File: src/verilog/uhd_irq_defines.svh
// Register indices, field positions, reset values and timing for the USB interrupt logic
`ifndef UHD_IRQ_DEFINES_SVH
`define UHD_IRQ_DEFINES_SVH
// ==========================================================
// Register indices (byte address is four times the index)
`define UHD_IDX_HOP_STAT 8'h03
`define UHD_IDX_HOP_EN 8'h04
`define UHD_IDX_HHW 8'h20
`define UHD_IDX_HUP_STAT 8'h24
`define UHD_IDX_HUP_EN 8'h25
`define UHD_IDX_DMODE 8'hB9
`define UHD_IDX_DHW 8'hBB
`define UHD_IDX_DSTAT 8'hC0
`define UHD_IDX_DEN 8'hC1
`define UHD_IDX_EP_BASE 8'hD0
// ==========================================================
// Field positions
`define UHD_HHW_LATCH_EN 0
`define UHD_HHW_TRIG 1
`define UHD_HHW_POL 2
`define UHD_HOP_MIE 31
`define UHD_HUP_OPR 0
`define UHD_DHW_POL 0
`define UHD_DHW_PULSE 1
`define UHD_DMODE_GEN 3
`define UHD_DST_LIVE 0
`define UHD_DST_SOF 5
`define UHD_DST_PSEUDO_FRAME_START_EVENT 6
`define UHD_DST_SUSP 7
`define UHD_DST_EP_LO 8
// ==========================================================
// Reset values
`define UHD_RST_HHW 3'h0
`define UHD_RST_DHW 2'h0
`define UHD_RST_DMODE 8'h00
// ==========================================================
// Timing
`define UHD_CLK_MHZ 250
`define UHD_PULSE_NS 166
`define UHD_PULSE_CYCLES ((`UHD_PULSE_NS * `UHD_CLK_MHZ + 999) / 1000)
`define UHD_FRAME_US 1000
`define UHD_FRAME_CYCLES (`UHD_FRAME_US * `UHD_CLK_MHZ)
`define UHD_MISSED_SOF_LIMIT 2'd3
`endif

File: src/verilog/uhd_pkg.sv
// Types shared by the USB interrupt logic
package uhd_pkg;
   typedef enum logic [0:0] {
      UHD_BUS_IDLE = 1'b0,
      UHD_BUS_ACK = 1'b1
   } uhd_bus_state_t;
   typedef logic [7:0] uhd_index_t;
endpackage : uhd_pkg

File: src/verilog/uhd_irq_logic.sv
// Host and device interrupt request logic with Avalon-MM register slave
`timescale 1ns/1ps
`include "uhd_irq_defines.svh"
// How it works
// - Two request outputs: one fed by host events, one by device events only.
// - Each output: level low, level high, edge low, edge high; level low after reset.
// - Host trigger and polarity bits pick mode; pin-enable bit gates the host latch.
// - Host processor events reach the output only when enabled and pin-enable set.
// - Operational events only set the summary flag, never the output directly.
// - Enabled operational bits OR-ed, AND-ed with master enable, set summary flag.
// - Enabled processor bits OR-ed into a latch gated by pin-enable.
// - With pin-enable clear the host latch holds its present state.
// - Device polarity and level/pulse bits pick mode; global enable in mode register.
// - Each device event sets own status bit; enable bit decides interrupt.
// - Device level low after reset; pulse mode gives 42-cycle (168 ns) pulse on rise.
// - Bus bits clear on status read; endpoint bits clear on endpoint read.
// - Live bus state bit follows the bus directly, never latched.
// - Endpoint events arrive only after acknowledged packets, every bulk ACK.
// - Missing start-of-frame raises pseudo frame event every 1 ms, own enable.
// - Three missed start-of-frame events enter suspend.
// - Events with global enable low still log; raising enable asserts if pending.
// - Clearing global enable never withdraws an asserted device output.
module uhd_irq_logic #(
   parameter int FRAME_CYCLES = `UHD_FRAME_CYCLES,
   parameter int PULSE_CYCLES = `UHD_PULSE_CYCLES
) (
   input wire logic mclk,
   input wire logic rst_n,
   input wire logic [9:0] avs_address,
   input wire logic avs_read,
   input wire logic avs_write,
   input wire logic [31:0] avs_writedata,
   input wire logic [3:0] avs_byteenable,
   output logic [31:0] avs_readdata,
   output logic avs_waitrequest,
   input wire logic [5:0] host_op_event,
   input wire logic [4:0] host_proc_event,
   input wire logic live_bus_state,
   input wire logic [4:0] dev_bus_event,
   input wire logic [15:0] dev_ep_event,
   output logic host_irq_out,
   output logic device_irq_out,
   output logic suspend_out
);
   import uhd_pkg::*;

   localparam int FRAME_W = $clog2(FRAME_CYCLES + 1);
   localparam int PULSE_W = $clog2(PULSE_CYCLES + 1);
   localparam logic [FRAME_W-1:0] FRAME_LAST = FRAME_W'(FRAME_CYCLES - 1);
   localparam logic [PULSE_W-1:0] PULSE_LOAD = PULSE_W'(PULSE_CYCLES);

   function automatic logic [31:0] uhd_merge(input logic [31:0] old_v, input logic [31:0] new_v,
                                             input logic [3:0] be);
      logic [31:0] res;
      res = old_v;
      for (int i = 0; i < 4; i++) begin
         if (be[i]) begin
            res[i*8 +: 8] = new_v[i*8 +: 8];
         end
      end
      return res;
   endfunction : uhd_merge

   function automatic logic uhd_pin(input logic edge_mode, input logic pol, input logic level,
                                    input logic pulse);
      logic act;
      act = edge_mode ? pulse : level;
      return pol ? act : ~act;
   endfunction : uhd_pin

   // ==========================================================
   // Bus slave
   uhd_bus_state_t bus_state_q, bus_state_d;
   logic wait_q, wait_d;
   logic [31:0] rdata_q, rdata_d;
   uhd_index_t idx;
   logic req, wr_go, rd_go;
   logic [31:0] wmask;

   // Host registers
   logic [5:0] hop_stat_q, hop_stat_d;
   logic [5:0] hop_en_q, hop_en_d;
   logic mie_q, mie_d;
   logic [2:0] hhw_q, hhw_d;
   logic [5:0] hup_stat_q, hup_stat_d;
   logic [5:0] hup_en_q, hup_en_d;
   logic hlatch_q, hlatch_d;
   logic [PULSE_W-1:0] hpulse_q, hpulse_d;
   logic hout_q, hout_d;

   // Device registers
   logic [7:0] dmode_q, dmode_d;
   logic [1:0] dhw_q, dhw_d;
   logic [23:1] dstat_q, dstat_d;
   logic [23:0] den_q, den_d;
   logic dassert_q, dassert_d;
   logic [PULSE_W-1:0] dpulse_q, dpulse_d;
   logic dout_q, dout_d;
   logic [FRAME_W-1:0] frame_q, frame_d;
   logic [1:0] missed_q, missed_d;
   logic susp_q, susp_d;
   logic dany;
   logic [23:0] dview;

   assign idx = avs_address[9:2];
   assign req = avs_read | avs_write;
   // Effects happen once, on the edge where waitrequest is sampled low
   assign wr_go = avs_write && (bus_state_q == UHD_BUS_ACK);
   assign rd_go = avs_read && (bus_state_q == UHD_BUS_ACK);
   assign wmask = uhd_merge(32'h0000_0000, 32'hFFFF_FFFF, avs_byteenable);
   assign dview = {dstat_q, live_bus_state};
   assign dany = |(dview & den_q);

   always_comb begin
      bus_state_d = bus_state_q;
      wait_d = 1'b1;
      rdata_d = rdata_q;
      case (bus_state_q)
         UHD_BUS_IDLE: begin
            if (req) begin
               bus_state_d = UHD_BUS_ACK;
               wait_d = 1'b0;
               rdata_d = 32'h0000_0000;
               if (avs_read) begin
                  case (idx)
                     `UHD_IDX_HOP_STAT: rdata_d = {26'h0, hop_stat_q};
                     `UHD_IDX_HOP_EN: rdata_d = {mie_q, 25'h0, hop_en_q};
                     `UHD_IDX_HHW: rdata_d = {29'h0, hhw_q};
                     `UHD_IDX_HUP_STAT: rdata_d = {26'h0, hup_stat_q};
                     `UHD_IDX_HUP_EN: rdata_d = {26'h0, hup_en_q};
                     `UHD_IDX_DMODE: rdata_d = {24'h0, dmode_q};
                     `UHD_IDX_DHW: rdata_d = {30'h0, dhw_q};
                     `UHD_IDX_DSTAT: rdata_d = {8'h0, dview};
                     `UHD_IDX_DEN: rdata_d = {8'h0, den_q};
                     default: begin
                        if (idx[7:4] == 4'(`UHD_IDX_EP_BASE >> 4)) begin
                           rdata_d = {31'h0, dstat_q[`UHD_DST_EP_LO + idx[3:0]]};
                        end
                     end
                  endcase
               end
            end
         end
         UHD_BUS_ACK: begin
            bus_state_d = UHD_BUS_IDLE;
            wait_d = 1'b1;
         end
         default: begin
            bus_state_d = UHD_BUS_IDLE;
         end
      endcase
   end

   always_ff @(posedge mclk) begin
      if (!rst_n) begin
         bus_state_q <= UHD_BUS_IDLE;
         wait_q <= 1'b1;
         rdata_q <= 32'h0000_0000;
      end else begin
         bus_state_q <= bus_state_d;
         wait_q <= wait_d;
         rdata_q <= rdata_d;
      end
   end

   assign avs_waitrequest = wait_q;
   assign avs_readdata = rdata_q;

   // ==========================================================
   // Host interrupt tree
   always_comb begin
      logic [31:0] w;
      w = avs_writedata & wmask;
      hop_en_d = hop_en_q;
      mie_d = mie_q;
      hhw_d = hhw_q;
      hup_en_d = hup_en_q;
      hop_stat_d = hop_stat_q;
      hup_stat_d = hup_stat_q;
      if (wr_go && idx == `UHD_IDX_HOP_EN) begin
         hop_en_d = (hop_en_q & ~wmask[5:0]) | w[5:0];
         mie_d = wmask[`UHD_HOP_MIE] ? w[`UHD_HOP_MIE] : mie_q;
      end
      if (wr_go && idx == `UHD_IDX_HHW) begin
         hhw_d = (hhw_q & ~wmask[2:0]) | w[2:0];
      end
      if (wr_go && idx == `UHD_IDX_HUP_EN) begin
         hup_en_d = (hup_en_q & ~wmask[5:0]) | w[5:0];
      end
      // Write-one-to-clear; a new event wins over the clear
      if (wr_go && idx == `UHD_IDX_HOP_STAT) begin
         hop_stat_d = hop_stat_q & ~w[5:0];
      end
      hop_stat_d = hop_stat_d | host_op_event;
      // Plain write so software can both clear and set
      if (wr_go && idx == `UHD_IDX_HUP_STAT) begin
         hup_stat_d = (hup_stat_q & ~wmask[5:0]) | w[5:0];
      end
      hup_stat_d[5:1] = hup_stat_d[5:1] | host_proc_event;
      if (mie_q && |(hop_stat_q & hop_en_q)) begin
         hup_stat_d[`UHD_HUP_OPR] = 1'b1;
      end
      // Latch follows enabled OR only while pin-enable set
      hlatch_d = hlatch_q;
      if (hhw_q[`UHD_HHW_LATCH_EN]) begin
         hlatch_d = |(hup_stat_q & hup_en_q);
      end
      hpulse_d = hpulse_q;
      if (hlatch_d && !hlatch_q) begin
         hpulse_d = PULSE_LOAD;
      end else if (hpulse_q != '0) begin
         hpulse_d = hpulse_q - 1'b1;
      end
      hout_d = uhd_pin(hhw_d[`UHD_HHW_TRIG], hhw_d[`UHD_HHW_POL], hlatch_d, hpulse_d != '0);
   end

   always_ff @(posedge mclk) begin
      if (!rst_n) begin
         hop_stat_q <= 6'h00;
         hop_en_q <= 6'h00;
         mie_q <= 1'b0;
         hhw_q <= `UHD_RST_HHW;
         hup_stat_q <= 6'h00;
         hup_en_q <= 6'h00;
         hlatch_q <= 1'b0;
         hpulse_q <= '0;
         hout_q <= 1'b1;
      end else begin
         hop_stat_q <= hop_stat_d;
         hop_en_q <= hop_en_d;
         mie_q <= mie_d;
         hhw_q <= hhw_d;
         hup_stat_q <= hup_stat_d;
         hup_en_q <= hup_en_d;
         hlatch_q <= hlatch_d;
         hpulse_q <= hpulse_d;
         hout_q <= hout_d;
      end
   end

   assign host_irq_out = hout_q;

   // ==========================================================
   // Device interrupt and frame supervision
   always_comb begin
      logic [31:0] w;
      logic frame_end;
      w = avs_writedata & wmask;
      frame_end = 1'b0;
      dmode_d = dmode_q;
      dhw_d = dhw_q;
      den_d = den_q;
      dstat_d = dstat_q;
      if (wr_go && idx == `UHD_IDX_DMODE) begin
         dmode_d = (dmode_q & ~wmask[7:0]) | w[7:0];
      end
      if (wr_go && idx == `UHD_IDX_DHW) begin
         dhw_d = (dhw_q & ~wmask[1:0]) | w[1:0];
      end
      if (wr_go && idx == `UHD_IDX_DEN) begin
         den_d = (den_q & ~wmask[23:0]) | w[23:0];
      end
      if (rd_go && idx == `UHD_IDX_DSTAT) begin
         dstat_d[7:1] = 7'h00;
      end
      if (rd_go && idx[7:4] == 4'(`UHD_IDX_EP_BASE >> 4)) begin
         dstat_d[`UHD_DST_EP_LO + idx[3:0]] = 1'b0;
      end
      // Frame timer restarts on every real start-of-frame
      frame_d = frame_q + 1'b1;
      missed_d = missed_q;
      susp_d = susp_q;
      if (dev_bus_event[`UHD_DST_SOF - 1]) begin
         frame_d = '0;
         missed_d = 2'd0;
         susp_d = 1'b0;
      end else if (frame_q == FRAME_LAST) begin
         frame_d = '0;
         frame_end = 1'b1;
         if (missed_q != `UHD_MISSED_SOF_LIMIT) begin
            missed_d = missed_q + 1'b1;
         end
         if (missed_q == `UHD_MISSED_SOF_LIMIT - 2'd1) begin
            susp_d = 1'b1;
         end
      end
      // Events set after clears so a same-cycle event is kept
      dstat_d[5:1] = dstat_d[5:1] | dev_bus_event;
      dstat_d[23:8] = dstat_d[23:8] | dev_ep_event;
      dstat_d[`UHD_DST_PSEUDO_FRAME_START_EVENT] = dstat_d[`UHD_DST_PSEUDO_FRAME_START_EVENT] | frame_end;
      dstat_d[`UHD_DST_SUSP] = dstat_d[`UHD_DST_SUSP] | (susp_d & ~susp_q);
      // Enable low holds the request: blocks both new assertion and withdrawal
      dassert_d = dmode_q[`UHD_DMODE_GEN] ? dany : dassert_q;
      dpulse_d = dpulse_q;
      if (dassert_d && !dassert_q) begin
         dpulse_d = PULSE_LOAD;
      end else if (dpulse_q != '0) begin
         dpulse_d = dpulse_q - 1'b1;
      end
      dout_d = uhd_pin(dhw_d[`UHD_DHW_PULSE], dhw_d[`UHD_DHW_POL], dassert_d, dpulse_d != '0);
   end

   always_ff @(posedge mclk) begin
      if (!rst_n) begin
         dmode_q <= `UHD_RST_DMODE;
         dhw_q <= `UHD_RST_DHW;
         den_q <= 24'h00_0000;
         dstat_q <= 23'h00_0000;
         dassert_q <= 1'b0;
         dpulse_q <= '0;
         dout_q <= 1'b1;
         frame_q <= '0;
         missed_q <= 2'd0;
         susp_q <= 1'b0;
      end else begin
         dmode_q <= dmode_d;
         dhw_q <= dhw_d;
         den_q <= den_d;
         dstat_q <= dstat_d;
         dassert_q <= dassert_d;
         dpulse_q <= dpulse_d;
         dout_q <= dout_d;
         frame_q <= frame_d;
         missed_q <= missed_d;
         susp_q <= susp_d;
      end
   end

   assign device_irq_out = dout_q;
   assign suspend_out = susp_q;

   logic hor_any;
   logic frame_last;
   assign hor_any = |(hup_stat_q & hup_en_q);
   assign frame_last = frame_q == FRAME_LAST;
endmodule : uhd_irq_logic

File: config.mk
export PLATFORM = sky130hd
export DESIGN_NAME = uhd_irq_logic
export DESIGN_NICKNAME = d
export VERILOG_FILES = /design/src/verilog/uhd_pkg.sv /design/src/verilog/uhd_irq_logic.sv
export VERILOG_INCLUDE_DIRS = /design/src /design/src/verilog
export SDC_FILE = /design/constraint.sdc
export NUM_CORES = 1
export LEC_CHECK = 0
export BUFFER_PORTS_ARGS = -buffer_cell sky130_fd_sc_hd__buf_2
export CAP_MARGIN = 20
export CORE_MARGIN = 3
export CORE_UTILIZATION = 35
export DETAILED_ROUTE_END_ITERATION = 8
export GPL_ROUTABILITY_DRIVEN = 0
export HOLD_SLACK_MARGIN = 0.15
export SLEW_MARGIN = 20
export SYNTH_ARGS = -nofsm -noshare
export SYNTH_HDL_FRONTEND = slang
export SYNTH_SLANG_ARGS = --single-unit
export TNS_END_PERCENT = 10
File: constraint.sdc
create_clock -name mclk -period 5.15 [get_ports mclk]
set_clock_uncertainty 0.15 [all_clocks]
set_input_delay 0.2575 -clock mclk [delete_from_list [all_inputs] [get_ports mclk]]
set_output_delay 0.2575 -clock mclk [all_outputs]
set_load 0.03 [all_outputs]
==> Word-level counts from Yosys, hierarchy flattened <==
Index checks and enable logic that the tools add are counted.
{ "totals": {"register_bits": 156, "input_bits": 83, "out_inout_bits": 36} }
{ "op_classes": {"add_sub_neg": 5, "magnitude_cmp": 2, "n_eq_ne": 13, "mux": 37, "n_bitwise": 40, "n_reduce_logical": 31} }
{ "ops": {"columns": ["operator", "n"], "rows": [
  ["case mux 32 bit (9 select lines)", 1],
  ["AND 24 bit", 2],
  ["AND 6 bit", 6],
  ["two-way mux 6 bit", 6],
  ["AND 32 bit", 1],
  ["== test 8 bit (second input constant)", 4],
  ["two-way mux 32 bit", 1],
  ["two-way mux 8 bit", 4],
  ["== test 8 x 6 -> 1 bit (second input constant)", 3],
  ["inverter 24 bit", 1],
  ["bitwise OR 24 bit", 1],
  ["bitwise OR 6 bit", 4],
  ["nonzero test 6 bit", 4],
  ["OR reduction 24 bit", 1],
  ["AND 23 bit", 1],
  ["two-way mux 23 bit", 1],
  ["inverter 23 bit", 1],
  ["adder 18 x 1 -> 18 bit (second input constant)", 1],
  ["== test 18 bit (second input constant)", 1],
  ["two-way mux 1 bit", 17],
  ["logical AND 1 bit", 16],
  ["bitwise OR 16 bit", 1],
  ["inverter 6 bit", 2],
  ["OR reduction 6 bit", 2],
  ["34 further kinds", 46]
]} }

==> Depth between registers and ports, before layout <==
Gate-level depths: netlist of the first run.
{ "depth": {"ltp_word": 9, "ltp_mapped": 9, "ltp_nobuf": 8} }

==> Least setup slack after synthesis of the first run <==
OpenSTA, ideal clock, no wires.
{ "synth_timing": {"path_kind": "input-to-reg", "start": "input avs_address[9]", "end": "register rdata_q[15] (netlist: avs_readdata[15])", "setup_ns": 0.067, "t_arrival_ns": 2.161, "slack_ns": 2.772, "cell_stages": 9, "path_buffers": 3, "path_cell_list": "clkbuf_2 -> or4b_4 -> a2111oi_4 -> a21oi_2 -> a2bb2oi_2 -> or3_1 -> buf_6 -> buf_12 -> o21ai_2"} }
{ "synth_between": {"elab_chain_len": 3} }
{ "synth_rtl": {"columns": ["item", "line_no", "source"], "rows": [
  ["from (decl)", "uhd_irq_logic.sv:29", "input wire logic [9:0] avs_address,"],
  ["== test 8 bit (tied with other cells)", "uhd_irq_logic.sv:125", "case (idx)"],
  ["case mux 32 bit (9 select lines) (*)", "uhd_irq_logic.sv:125", null],
  ["two-way mux 32 bit (*)", "uhd_irq_logic.sv:124", "if (avs_read) begin"],
  ["to (signal assigned)", "uhd_irq_logic.sv:162", "rdata_q <= rdata_d;"],
  ["to (decl)", "uhd_irq_logic.sv:75", "logic [31:0] rdata_q, rdata_d;"]
]} }
Mark *: on every way between the ends. The rest lies on a longest branch, timed or not.
A chain may end at the register's enable or synchronous reset.

==> Final worst setup path of the first run <==
{ "layout_timing": {"start": "input avs_address[6]", "end": "register hop_stat_q[5]"} }
{ "layout_between": {"elab_chain_len": 4} }
{ "layout_rtl": {"columns": ["item", "line_no", "source"], "rows": [
  ["== test 8 x 2 -> 1 bit", null, null],
  ["logical AND 1 bit (no line)", null, null],
  ["two-way mux 6 bit", "uhd_irq_logic.sv:191", "if (wr_go && idx == `UHD_IDX_HOP_STAT) begin"],
  ["bitwise OR 6 bit", "uhd_irq_logic.sv:194", "hop_stat_d = hop_stat_d | host_op_event;"],
  ["to (signal assigned)", "uhd_irq_logic.sv:229", "hop_stat_q <= hop_stat_d;"],
  ["to (decl)", "uhd_irq_logic.sv:81", "logic [5:0] hop_stat_q, hop_stat_d;"]
]} }
Every way passes these cells.

==> results of run 1 <==
[kinds of logic (layout without fill, tap and decap cells)]
family / Yosys count / count (layout) / synth area share
AOI/OAI and AO/OA: 177 / 177 / 0.170
muxes: 58 / 58 / 0.0919
xor gates and xnor gates: 24 / 24 / 0.0304
DFF: 149 / 149 / 0.431
other: 1 / 7 / 0.000542
buffers and inverters: 77 / 238 / 0.0514
adders and majority gates: 7 / 7 / 0.0127
and+or+nand+nor: 306 / 306 / 0.212
[synth_stat cells (10+ instances only)]
master    instances
xnor2_1          13
mux2i_1          50
o21ai_2          10
nor3_1           11
dfxtp_1         149
nand2_1          81
clkbuf_1         33
xor2_1           11
o21ai_0          23
inv_1            27
a22oi_1          35
nand3_1          35
nor2_1          106
a21oi_1          65
[worst min-delay path, delay by kind of cell]
kind | cells | cell delay, ns
simple gates | 2 | 0.23
buf+inv | 1 | 0.14
compound gates | 1 | 0.07
[area by class of cell]
type | instances | area (µm²) | area share
inverter | 27 | 101 | 0.0114
timing repair buffer | 179 | 1270 | 0.143
sequential | 149 | 2980 | 0.336
tap | 260 | 325 | 0.0367
clock inverter | 15 | 155 | 0.0175
multi-input combinational | 579 | 3610 | 0.407
clock buffer | 17 | 425 | 0.0480
[metrics by stage]
step / instance area [µm²] / utilization
6_report: 8870 / 0.465
2_1_floorplan: 6940 / -
5_1_grt: 8870 / 0.465
4_1_cts: 8870 / 0.465
3_5_place_dp: 7580 / 0.397
3_3_place_gp: 7580 / 0.397
[power breakdown]
part	switching, µW	internal (µW)
combinational	272	237
sequential	70.6	1210
clock	573	651
total	916	2100
[path summary, 6_finish.rpt]
check                                       to  depth (start not counted)  slack (ns)
setup / recovery      hop_stat_q[5]$_SDFF_PN0_                          9        1.83
setup reg to reg     device_irq_out$_SDFF_PN1_                          7        2.42
hold reg to reg   avs_readdata[9]$_SDFFE_PN0P_                          2        0.30
hold / removal    avs_readdata[0]$_SDFFE_PN0P_                          4        0.18
[metal layers]
metal	GRT usage	vias up
met3	0.0422	38
met1	0.242	2950
met5	0	-
met2	0.296	211
li1	-	3138
met4	0.0729	0
[what timing repair did]
item,CTS,global route
hold endpoints to repair,95,0
buffers inserted,0,0
hold buffers,71,0
==> impl_metrics.csv, run 1 <==
group,metric,value,unit
cells_and_area,instances_no_fill,1226,
critical_path,endpoint_kind,"flip-flop",
placed_design,dpl.hpwl,14.0,mm
yosys,synth_top_cell_area_share,0.431,
critical_path,cp.required,5.28,ns
critical_path,crit_start,"avs_address[6]",
yosys,yosys_most_used_dff,"dfxtp_1",
critical_path,cpMaxStageDelayCell,"or4_1",
cts,cts_resized,0,
critical_path,path_delay_family,"simple AND/OR/NAND/NOR gates",
sta,rsz0062_at_grt,"no",
floorplanning,start_util,0.362,
yosys,synth_edf_count,0,
cells_and_area,drive_above_1_share,0.177,
sta,fmax,0.302,GHz
critical_path,arrival,3.44,ns
floorplanning,rows,50,
detailed_routing,routed.top_layer,"met4",
hold_path,hold_path.startpoint,"avs_read",
floorplanning,ios,119,
sta,hold_viol,0,
detailed_routing,ant_nets,0,
floorplanning,die_area,21500,µm²
critical_path,path_class,"input port to flip-flop",
global_routing,overflow,0,
sta,fin_tns_setup,0,ns
cells_and_area,final_common_cell,"dfxtp_1",
cells_and_area,diodes,0,
critical_path,path_common_cell,"dlygate4sd3_1",
sta,worstMarginPinSlew,0.959,ns
sta,finalCriticalPeriod,3.32,ns
detailed_routing,first_iter_violations,362,
power,vdd_drop_max,177,µV
yosys,synthArstFlopShare,0,
power,total_power,3020,µW
yosys,syn-cell-area,6910,µm²
power,leakage,0.00362,µW
sta,slew_violations,0,
cells_and_area,layout.nets,1043,
placed_design,dpl.cell_count,1123,
cells_and_area,syn2layout_area_growth,28.2,%
yosys,avgSynthCellArea,8.65,µm²
cts,clock-sinks,149,
critical_path,cp_max_fo,10,
cts,path_clk_slew,0.07,ns
floorplanning,die_w,147,µm
placed_design,dpl_worst_slack,2.21,ns
placed_design,port_buffers,102,
yosys,ys_seq_area_frac,0.431,
cells_and_area,n_fill_cell,1869,
yosys,yosysTopAreaCell,"dfxtp_1",
detailed_routing,firstDrtPassIters,5,
cts,cts_made_buffers,17,
detailed_routing,wl_met2,9.18,mm
critical_path,critPathBufInv,3,
detailed_routing,wire_per_inst,16.2,µm
sta,relSlewSlack,0.359,
yosys,ys_ff_latch,149,
detailed_routing,dr_total_vias,6337,
flow_run,cap_violations,0,
cts,cts_tree,"built",
yosys,synth.area.top_cells,"dfxtp_1 43%, mux2i_1 7.2%, nor2_1 5.8%",
cts,cts_max_path_buffers,2,
detailed_routing,wl_met3,1.26,mm
critical_path,crit_chain,"dlygate4sd3_1, buf_2, or4_1, nor4_1, and2_0, nand2_1, a21oi_1, dlygate4sd3_1, nor2_1",
critical_path,worst_setup_path_start_kind,"input port",
yosys,synth_cells,799,
cts,clk_latency,0.43,ns
detailed_routing,wl_met1,8.95,mm
global_routing,grt_usage,0.185,
detailed_routing,drc_errors,0,
critical_path,cpPeakStageDelay,0.60,ns
yosys,ys_types,63,
floorplanning,fp.dieH,147,µm
cts,h-tree-depth,4,
sta,fin_ws,1.83,ns
detailed_routing,vias_per_cell,5.17,
sta,min_period_over_period,0.644,
global_routing,grt_pass1_wl,32.0,mm
floorplanning,fp.coreArea,19100,µm²
global_routing,grt_max_degree,55,
cts,cts-root-buf,"clkbuf_16",
yosys,ys.warnings.count,0,
hold_path,hp-class,"input port to flip-flop",
status,status,"finished clean",
detailed_routing,wirelength,19.9,mm
sta,whs,0.184,ns
global_routing,antenna_found_initial,0,
critical_path,regToRegStartpoint,"bus_state_q$_SDFF_PP0_",
cells_and_area,final_cell_mix,"149 x dfxtp_1, 106 x nor2_1, 102 x buf_2",
power,power_density,340,nW/µm²
sta,setup_violations,0,
global_routing,first_global_vias,6055,
(Power assumes the default switching activity.)
==> run 2: changes to the inputs <==
ABC_AREA = 1   (was not set)
clock period = 3 ns   (was 5.15 ns; I/O delays follow)
==> run 2 against run 1 <==
  * Flip-flop and latch count did not move
  * Highest routed layer unchanged
  * First-iteration DRC count rose by 18%
  * Synthesized area increased by 2.9%
  * Total power is 75% higher
  * Cell count increased by 25%
==> impl_metrics.csv, run 2 <==
group,metric,value,unit
critical_path,arrival,2.99,ns
yosys,synth_top_cell_area_share,0.419,
yosys,synth_cells,1041,
yosys,yosys-top-cells-count,"254 x nand2_1, 149 x dfxtp_1, 133 x inv_1",
yosys,avgSynthCellArea,6.83,µm²
hold_path,hp-class,"input port to flip-flop",
detailed_routing,wire_per_inst,14.0,µm
placed_design,port_buffers,102,
sta,worstMarginPinSlew,0.739,ns
detailed_routing,first_iter_violations,426,
yosys,ys_types,42,
cts,cts_max_path_buffers,2,
cts,cts_tree,"built",
yosys,yosysTopAreaCell,"dfxtp_1",
cts,cts_made_buffers,17,
cts,clk_latency,0.42,ns
cts,cts_hold_buf,114,
cts,path_clk_slew,0.06,ns
cells_and_area,drive_above_1_share,0.131,
floorplanning,die_w,149,µm
sta,hold_viol,0,
cts,cts-root-buf,"clkbuf_16",
placed_design,dpl.cell_count,1382,
global_routing,first_global_vias,7084,
floorplanning,ios,119,
critical_path,endpoint_kind,"flip-flop",
detailed_routing,drc_errors,0,
detailed_routing,wirelength,21.5,mm
floorplanning,start_util,0.361,
detailed_routing,dr_total_vias,7367,
yosys,synth.area.top_cells,"dfxtp_1 42%, nand2_1 13%, a21oi_1 7.9%",
detailed_routing,vias_per_cell,4.81,
yosys,synth_edf_count,0,
cells_and_area,final_common_cell,"nand2_1",
yosys,synthArstFlopShare,0,
cells_and_area,final_util,0.485,
sta,finalCriticalPeriod,2.84,ns
power,power_density,552,nW/µm²
sta,fin_tns_setup,0,ns
global_routing,antenna_found_initial,3,
sta,rsz0062_at_grt,"no",
sta,setup_violations,0,
placed_design,dpl.hpwl,15.4,mm
sta,fmax,0.353,GHz
yosys,yosys.cell_count.top_type,"nand2_1",
global_routing,grt_pass1_wl,35.0,mm
sta,slew_violations,0,
power,vdd_drop_max,321,µV
cts,h-tree-depth,4,
critical_path,worst_setup_path_start_kind,"input port",
cts,cts_setup_buffers,0,
status,status,"finished clean",
floorplanning,fp.dieH,149,µm
yosys,syn-cell-area,7110,µm²
floorplanning,rows,51,
cells_and_area,syn2layout_area_growth,34.5,%
floorplanning,die_area,22100,µm²
cells_and_area,layout.nets,1340,
cells_and_area,final_cell_mix,"254 x nand2_1, 149 x dfxtp_1, 132 x inv_1",
global_routing,grt_usage,0.199,
cells_and_area,n_fill_cell,1997,
power,leakage,0.00418,µW
critical_path,path_class,"input port to flip-flop",
yosys,ys.warnings.count,0,
detailed_routing,firstDrtPassIters,5,
yosys,ys_ff_latch,149,
critical_path,cp_max_fo,16,
detailed_routing,ant_nets,0,
cells_and_area,instances_no_fill,1531,
global_routing,grt_max_degree,65,
sta,min_period_over_period,0.945,
yosys,ys_seq_area_frac,0.419,
cts,cts_resized,0,
yosys,yosys_most_used_dff,"dfxtp_1",
critical_path,cp.required,3.16,ns
cts,clock-sinks,149,
floorplanning,fp.coreArea,19700,µm²
flow_run,cap_violations,0,
sta,relSlewSlack,0.507,
global_routing,overflow,0,
==> run 2: path summary, 6_finish.rpt <==
kind / cells past startpoint / slack [ns] / to / startpoint
setup reg to reg: 7 / 0.30 / flip-flop / bus_state_q$_SDFF_PP0_
setup / recovery: 12 / 0.16 / flip-flop / avs_address[3]
hold reg to reg: 2 / 0.31 / flip-flop / flip-flop
hold / removal: 8 / 0.18 / avs_readdata[0]$_SDFFE_PN0P_ / avs_address[4]
==> run 2: logic make-up (layout without fill, tap and decap cells) <==
family / after synthesis / in the layout / share of synthesized area
flops: 149 / 149 / 0.419
xor+xnor: 4 / 4 / 0.00492
buf+inv: 183 / 399 / 0.107
simple gates: 454 / 454 / 0.271
other cells: 1 / 10 / 0.000527
fa+ha+maj: 7 / 7 / 0.0123
compound gates: 243 / 243 / 0.185
==> run 2: critical path, stage by stage <==
cell	delay [ns]
buf_2	0.15
inv_2	0.08
nand2_2	0.13
nor2_1	0.18
nand2_1	0.21
buf_4	0.28
nor2_4	0.18
nand2_2	0.21
o21ai_0	0.23
dlygate4sd3_1	0.59
a21oi_1	0.04
dlygate4sd3_1	0.55
==> run 2: per-stage QoR <==
stage	worst slack, ns	power [µW]	hold slack, ns	area (µm²)
after detailed placement	0.801	3000	0.217	7810
after floorplan	1.25	2790	0.117	7140
after global routing	0.00362	5560	0.229	9570
after CTS	0.231	5310	0.158	9560
after global placement	0.836	2990	0.209	7810
final	0.164	5280	0.179	9570
==> run 2: metal layers <==
| metal | vias to the layer above | wire length, µm | share of wire | global-route usage |
|---|---|---|---|---|
| met4 | 0 | 592 | 0.028 | 0.0813 |
| li1 | 3775 | - | - | - |
| met1 | 3363 | 10000 | 0.47 | 0.263 |
| met2 | 194 | 9820 | 0.46 | 0.323 |
| met3 | 35 | 1030 | 0.048 | 0.0320 |
| met5 | - | 0 | 0 | 0 |
==> run 2: power breakdown <==
part           internal [µW]  switching [µW]  leakage [µW]
Sequential              2080            82.4       0.00121
Combinational            370             529       0.00266
Clock                   1400             823      0.000300
Total                   3850            1430       0.00418
==> run 2: final cells by class <==
class / count / area, µm² / area share
inverters: 146 / 551 / 0.0575
multi-input cells: 715 / 3400 / 0.355
clock inverters: 8 / 121 / 0.0127
well taps: 265 / 332 / 0.0346
repair buffers: 221 / 1690 / 0.176
clock buffers: 24 / 492 / 0.0514
diodes: 3 / 7.51 / 0.000784
flip-flops and latches: 149 / 2980 / 0.312
==> run 3: changes to the inputs <==
clock period = 3.7 ns   (was 3 ns; I/O delays follow)
==> run 3 against run 2 <==
  * Via count down 0.76%
  * Final area down 1.8%
  * Combinational power down 20%
  * Critical path type is now flip-flop to flip-flop
  * Utilization down 0.89 points
  * Worst hold slack worse by 0.021 ns
  * Cell count down 1.1%
  * Non-clock buffer count down 15
  * Register-to-register slack better by 0.60 ns
  * Largest cell class unchanged
  * First-iteration DRC count down 3.5%
==> impl_metrics.csv, run 3 (synthesis results as in run 2) <==
group,metric,value,unit
sta,worstMarginPinSlew,0.743,ns
power,total_power,4210,µW
cts,clock-sinks,149,
cts,path_clk_slew,0.06,ns
floorplanning,fp.coreArea,19700,µm²
detailed_routing,ant_nets,0,
critical_path,ff2ff_setup_slack,0.90,ns
cells_and_area,final_common_cell,"nand2_1",
cells_and_area,layout.nets,1325,
critical_path,regToRegStartpoint,"bus_state_q$_SDFF_PP0_",
critical_path,worst_setup_path_start_kind,"flip-flop",
critical_path,arrival,2.96,ns
critical_path,cpPeakStageDelay,0.57,ns
critical_path,crit_chain,"nand2_1, nor2_4, nand2_2, o21ai_1, dlygate4sd3_1, a21oi_1, dlygate4sd3_1",
detailed_routing,firstDrtPassIters,4,
global_routing,overflow,0,
cts,cts_resized,0,
global_routing,antenna_found_initial,1,
power,comb_power_share,0.172,
critical_path,path_common_cell,"dlygate4sd3_1",
status,status,"finished clean",
cells_and_area,syn2layout_area_growth,32.1,%
floorplanning,die_area,22100,µm²
floorplanning,ios,119,
power,seqPwrFrac,0.417,
cts,cts_max_path_buffers,2,
power,internal-power,2990,µW
critical_path,path_class,"flip-flop to flip-flop",
placed_design,dpl.hpwl,15.3,mm
critical_path,cp.required,3.86,ns
sta,rsz0062_at_grt,"no",
detailed_routing,dr_total_vias,7311,
power,vdd_drop_max,268,µV
cts,cts_tree,"built",
floorplanning,fp.dieH,149,µm
global_routing,grt_usage,0.196,
global_routing,grt_max_degree,65,
power,switchingPower,1210,µW
sta,min_period_over_period,0.757,
floorplanning,die_w,149,µm
sta,relSlewSlack,0.505,
critical_path,cpMaxStageDelayCell,"dlygate4sd3_1",
detailed_routing,wire_per_inst,14.1,µm
flow_run,cap_violations,0,
detailed_routing,first_iter_violations,411,
critical_path,r2r_cells,7,
power,power_density,448,nW/µm²
sta,setup_violations,0,
critical_path,crit_start,"bus_state_q$_SDFF_PP0_",
sta,fmax,0.357,GHz
floorplanning,rows,51,
sta,slew_violations,0,
power,leakage,0.00409,µW
cells_and_area,n_fill_cell,2024,
cells_and_area,multi_input_area,3400,µm²
power,swShare,0.289,
cts,h-tree-depth,4,
sta,whs,0.158,ns
hold_path,hp-class,"input port to flip-flop",
cells_and_area,area.sequential,2980,µm²
critical_path,cp_max_fo,16,
global_routing,first_global_vias,6880,
cts,cts-root-buf,"clkbuf_16",
global_routing,grt_pass1_wl,34.3,mm
detailed_routing,vias_per_cell,4.83,
power,clkPwrFrac,0.411,
sta,finalCriticalPeriod,2.80,ns
floorplanning,start_util,0.361,
sta,fin_tns_setup,0,ns
cells_and_area,final_cell_mix,"254 x nand2_1, 149 x dfxtp_1, 132 x inv_1",
cells_and_area,drive_above_1_share,0.135,
detailed_routing,wirelength,21.3,mm
cts,cts_made_buffers,17,
cts,clk_latency,0.43,ns
critical_path,endpoint_kind,"flip-flop",
placed_design,port_buffers,102,
detailed_routing,drc_errors,0,
sta,hold_viol,0,
==> run 3: changes by cell type in the layout (fill, tap and decap cells not counted) <==
cell / change
clkinv_2: -1
diode_2: -2
inv_6: +4
buf_4: -1
clkbuf_8: -3
dlygate4sd3_1: -14
clkbuf_1: -3
bufinv_16: -1
clkinvlp_4: +4
==> run 3: what timing repair did <==
item / in CTS / in global routing
setup endpoints to repair: 0 / 0
hold buffers: 100 / 0
hold endpoints to repair: 90 / 0
buffers inserted: 0 / 0
==> run 3: layout make-up <==
class / instances / share of cell area
sequential: 149 / 0.317
tap: 265 / 0.0353
timing repair buffer: 206 / 0.164
inverter: 146 / 0.0586
clock inverter: 14 / 0.0161
multi-input combinational: 715 / 0.361
antenna: 1 / 0.000266
clock buffer: 18 / 0.0467
==> run 3: worst min path at each step <==
stage | endpoint | slack, ns | cells after the start | startpoint
finish | dstat_q[17]$_SDFF_PN0_ | 0.16 | 5 | avs_address[7]
CTS | dstat_q[17]$_SDFF_PN0_ | 0.15 | 5 | avs_address[7]
detailed placement | dstat_q[4]$_SDFF_PN0_ | 0.26 | 3 | dev_bus_event[3]
global route | dstat_q[17]$_SDFF_PN0_ | 0.19 | 5 | avs_address[7]
global placement | dstat_q[4]$_SDFF_PN0_ | 0.24 | 3 | dev_bus_event[3]
floorplan | dstat_q[1]$_SDFF_PN0_ | 0.15 | 2 | dev_bus_event[0]
==> run 3: critical path, delay by kind of cell, from the launching register on <==
kind | cells | cell delay, ns
and+or+nand+nor | 3 | 0.71
AOI/OAI and AO/OA | 2 | 0.21
buffers and inverters | 2 | 1.13
DFF | 1 | 0.47
==> run 3: metrics by stage <==
step	utilization	cells	area, µm²	setup slack, ns
6_report	0.476	1514	9400	0.899
5_1_grt	0.476	1514	9400	0.720
4_1_cts	0.476	1513	9390	0.943
3_5_place_dp	0.396	1381	7800	1.33
3_3_place_gp	0.396	1381	7800	1.34
2_1_floorplan	-	1047	7140	1.95
==> run 3: layer usage <==
| layer | wire length (µm) | global-route usage | up-vias |
|---|---|---|---|
| li1 | - | - | 3763 |
| met1 | 9830 | 0.256 | 3302 |
| met2 | 9850 | 0.318 | 202 |
| met3 | 907 | 0.0280 | 44 |
| met4 | 722 | 0.0938 | 0 |
| met5 | 0 | 0 | - |
==> run 3: power groups by stage <==
stage | sequential [µW] | clock [µW] | combinational [µW]
5_1_grt | 1760 | 1830 | 837
6_report | 1750 | 1730 | 723
3_5_place_dp | 1790 | 0 | 653
4_1_cts | 1750 | 1770 | 724
3_3_place_gp | 1790 | 0 | 638
2_1_floorplan | 1770 | 0 | 490
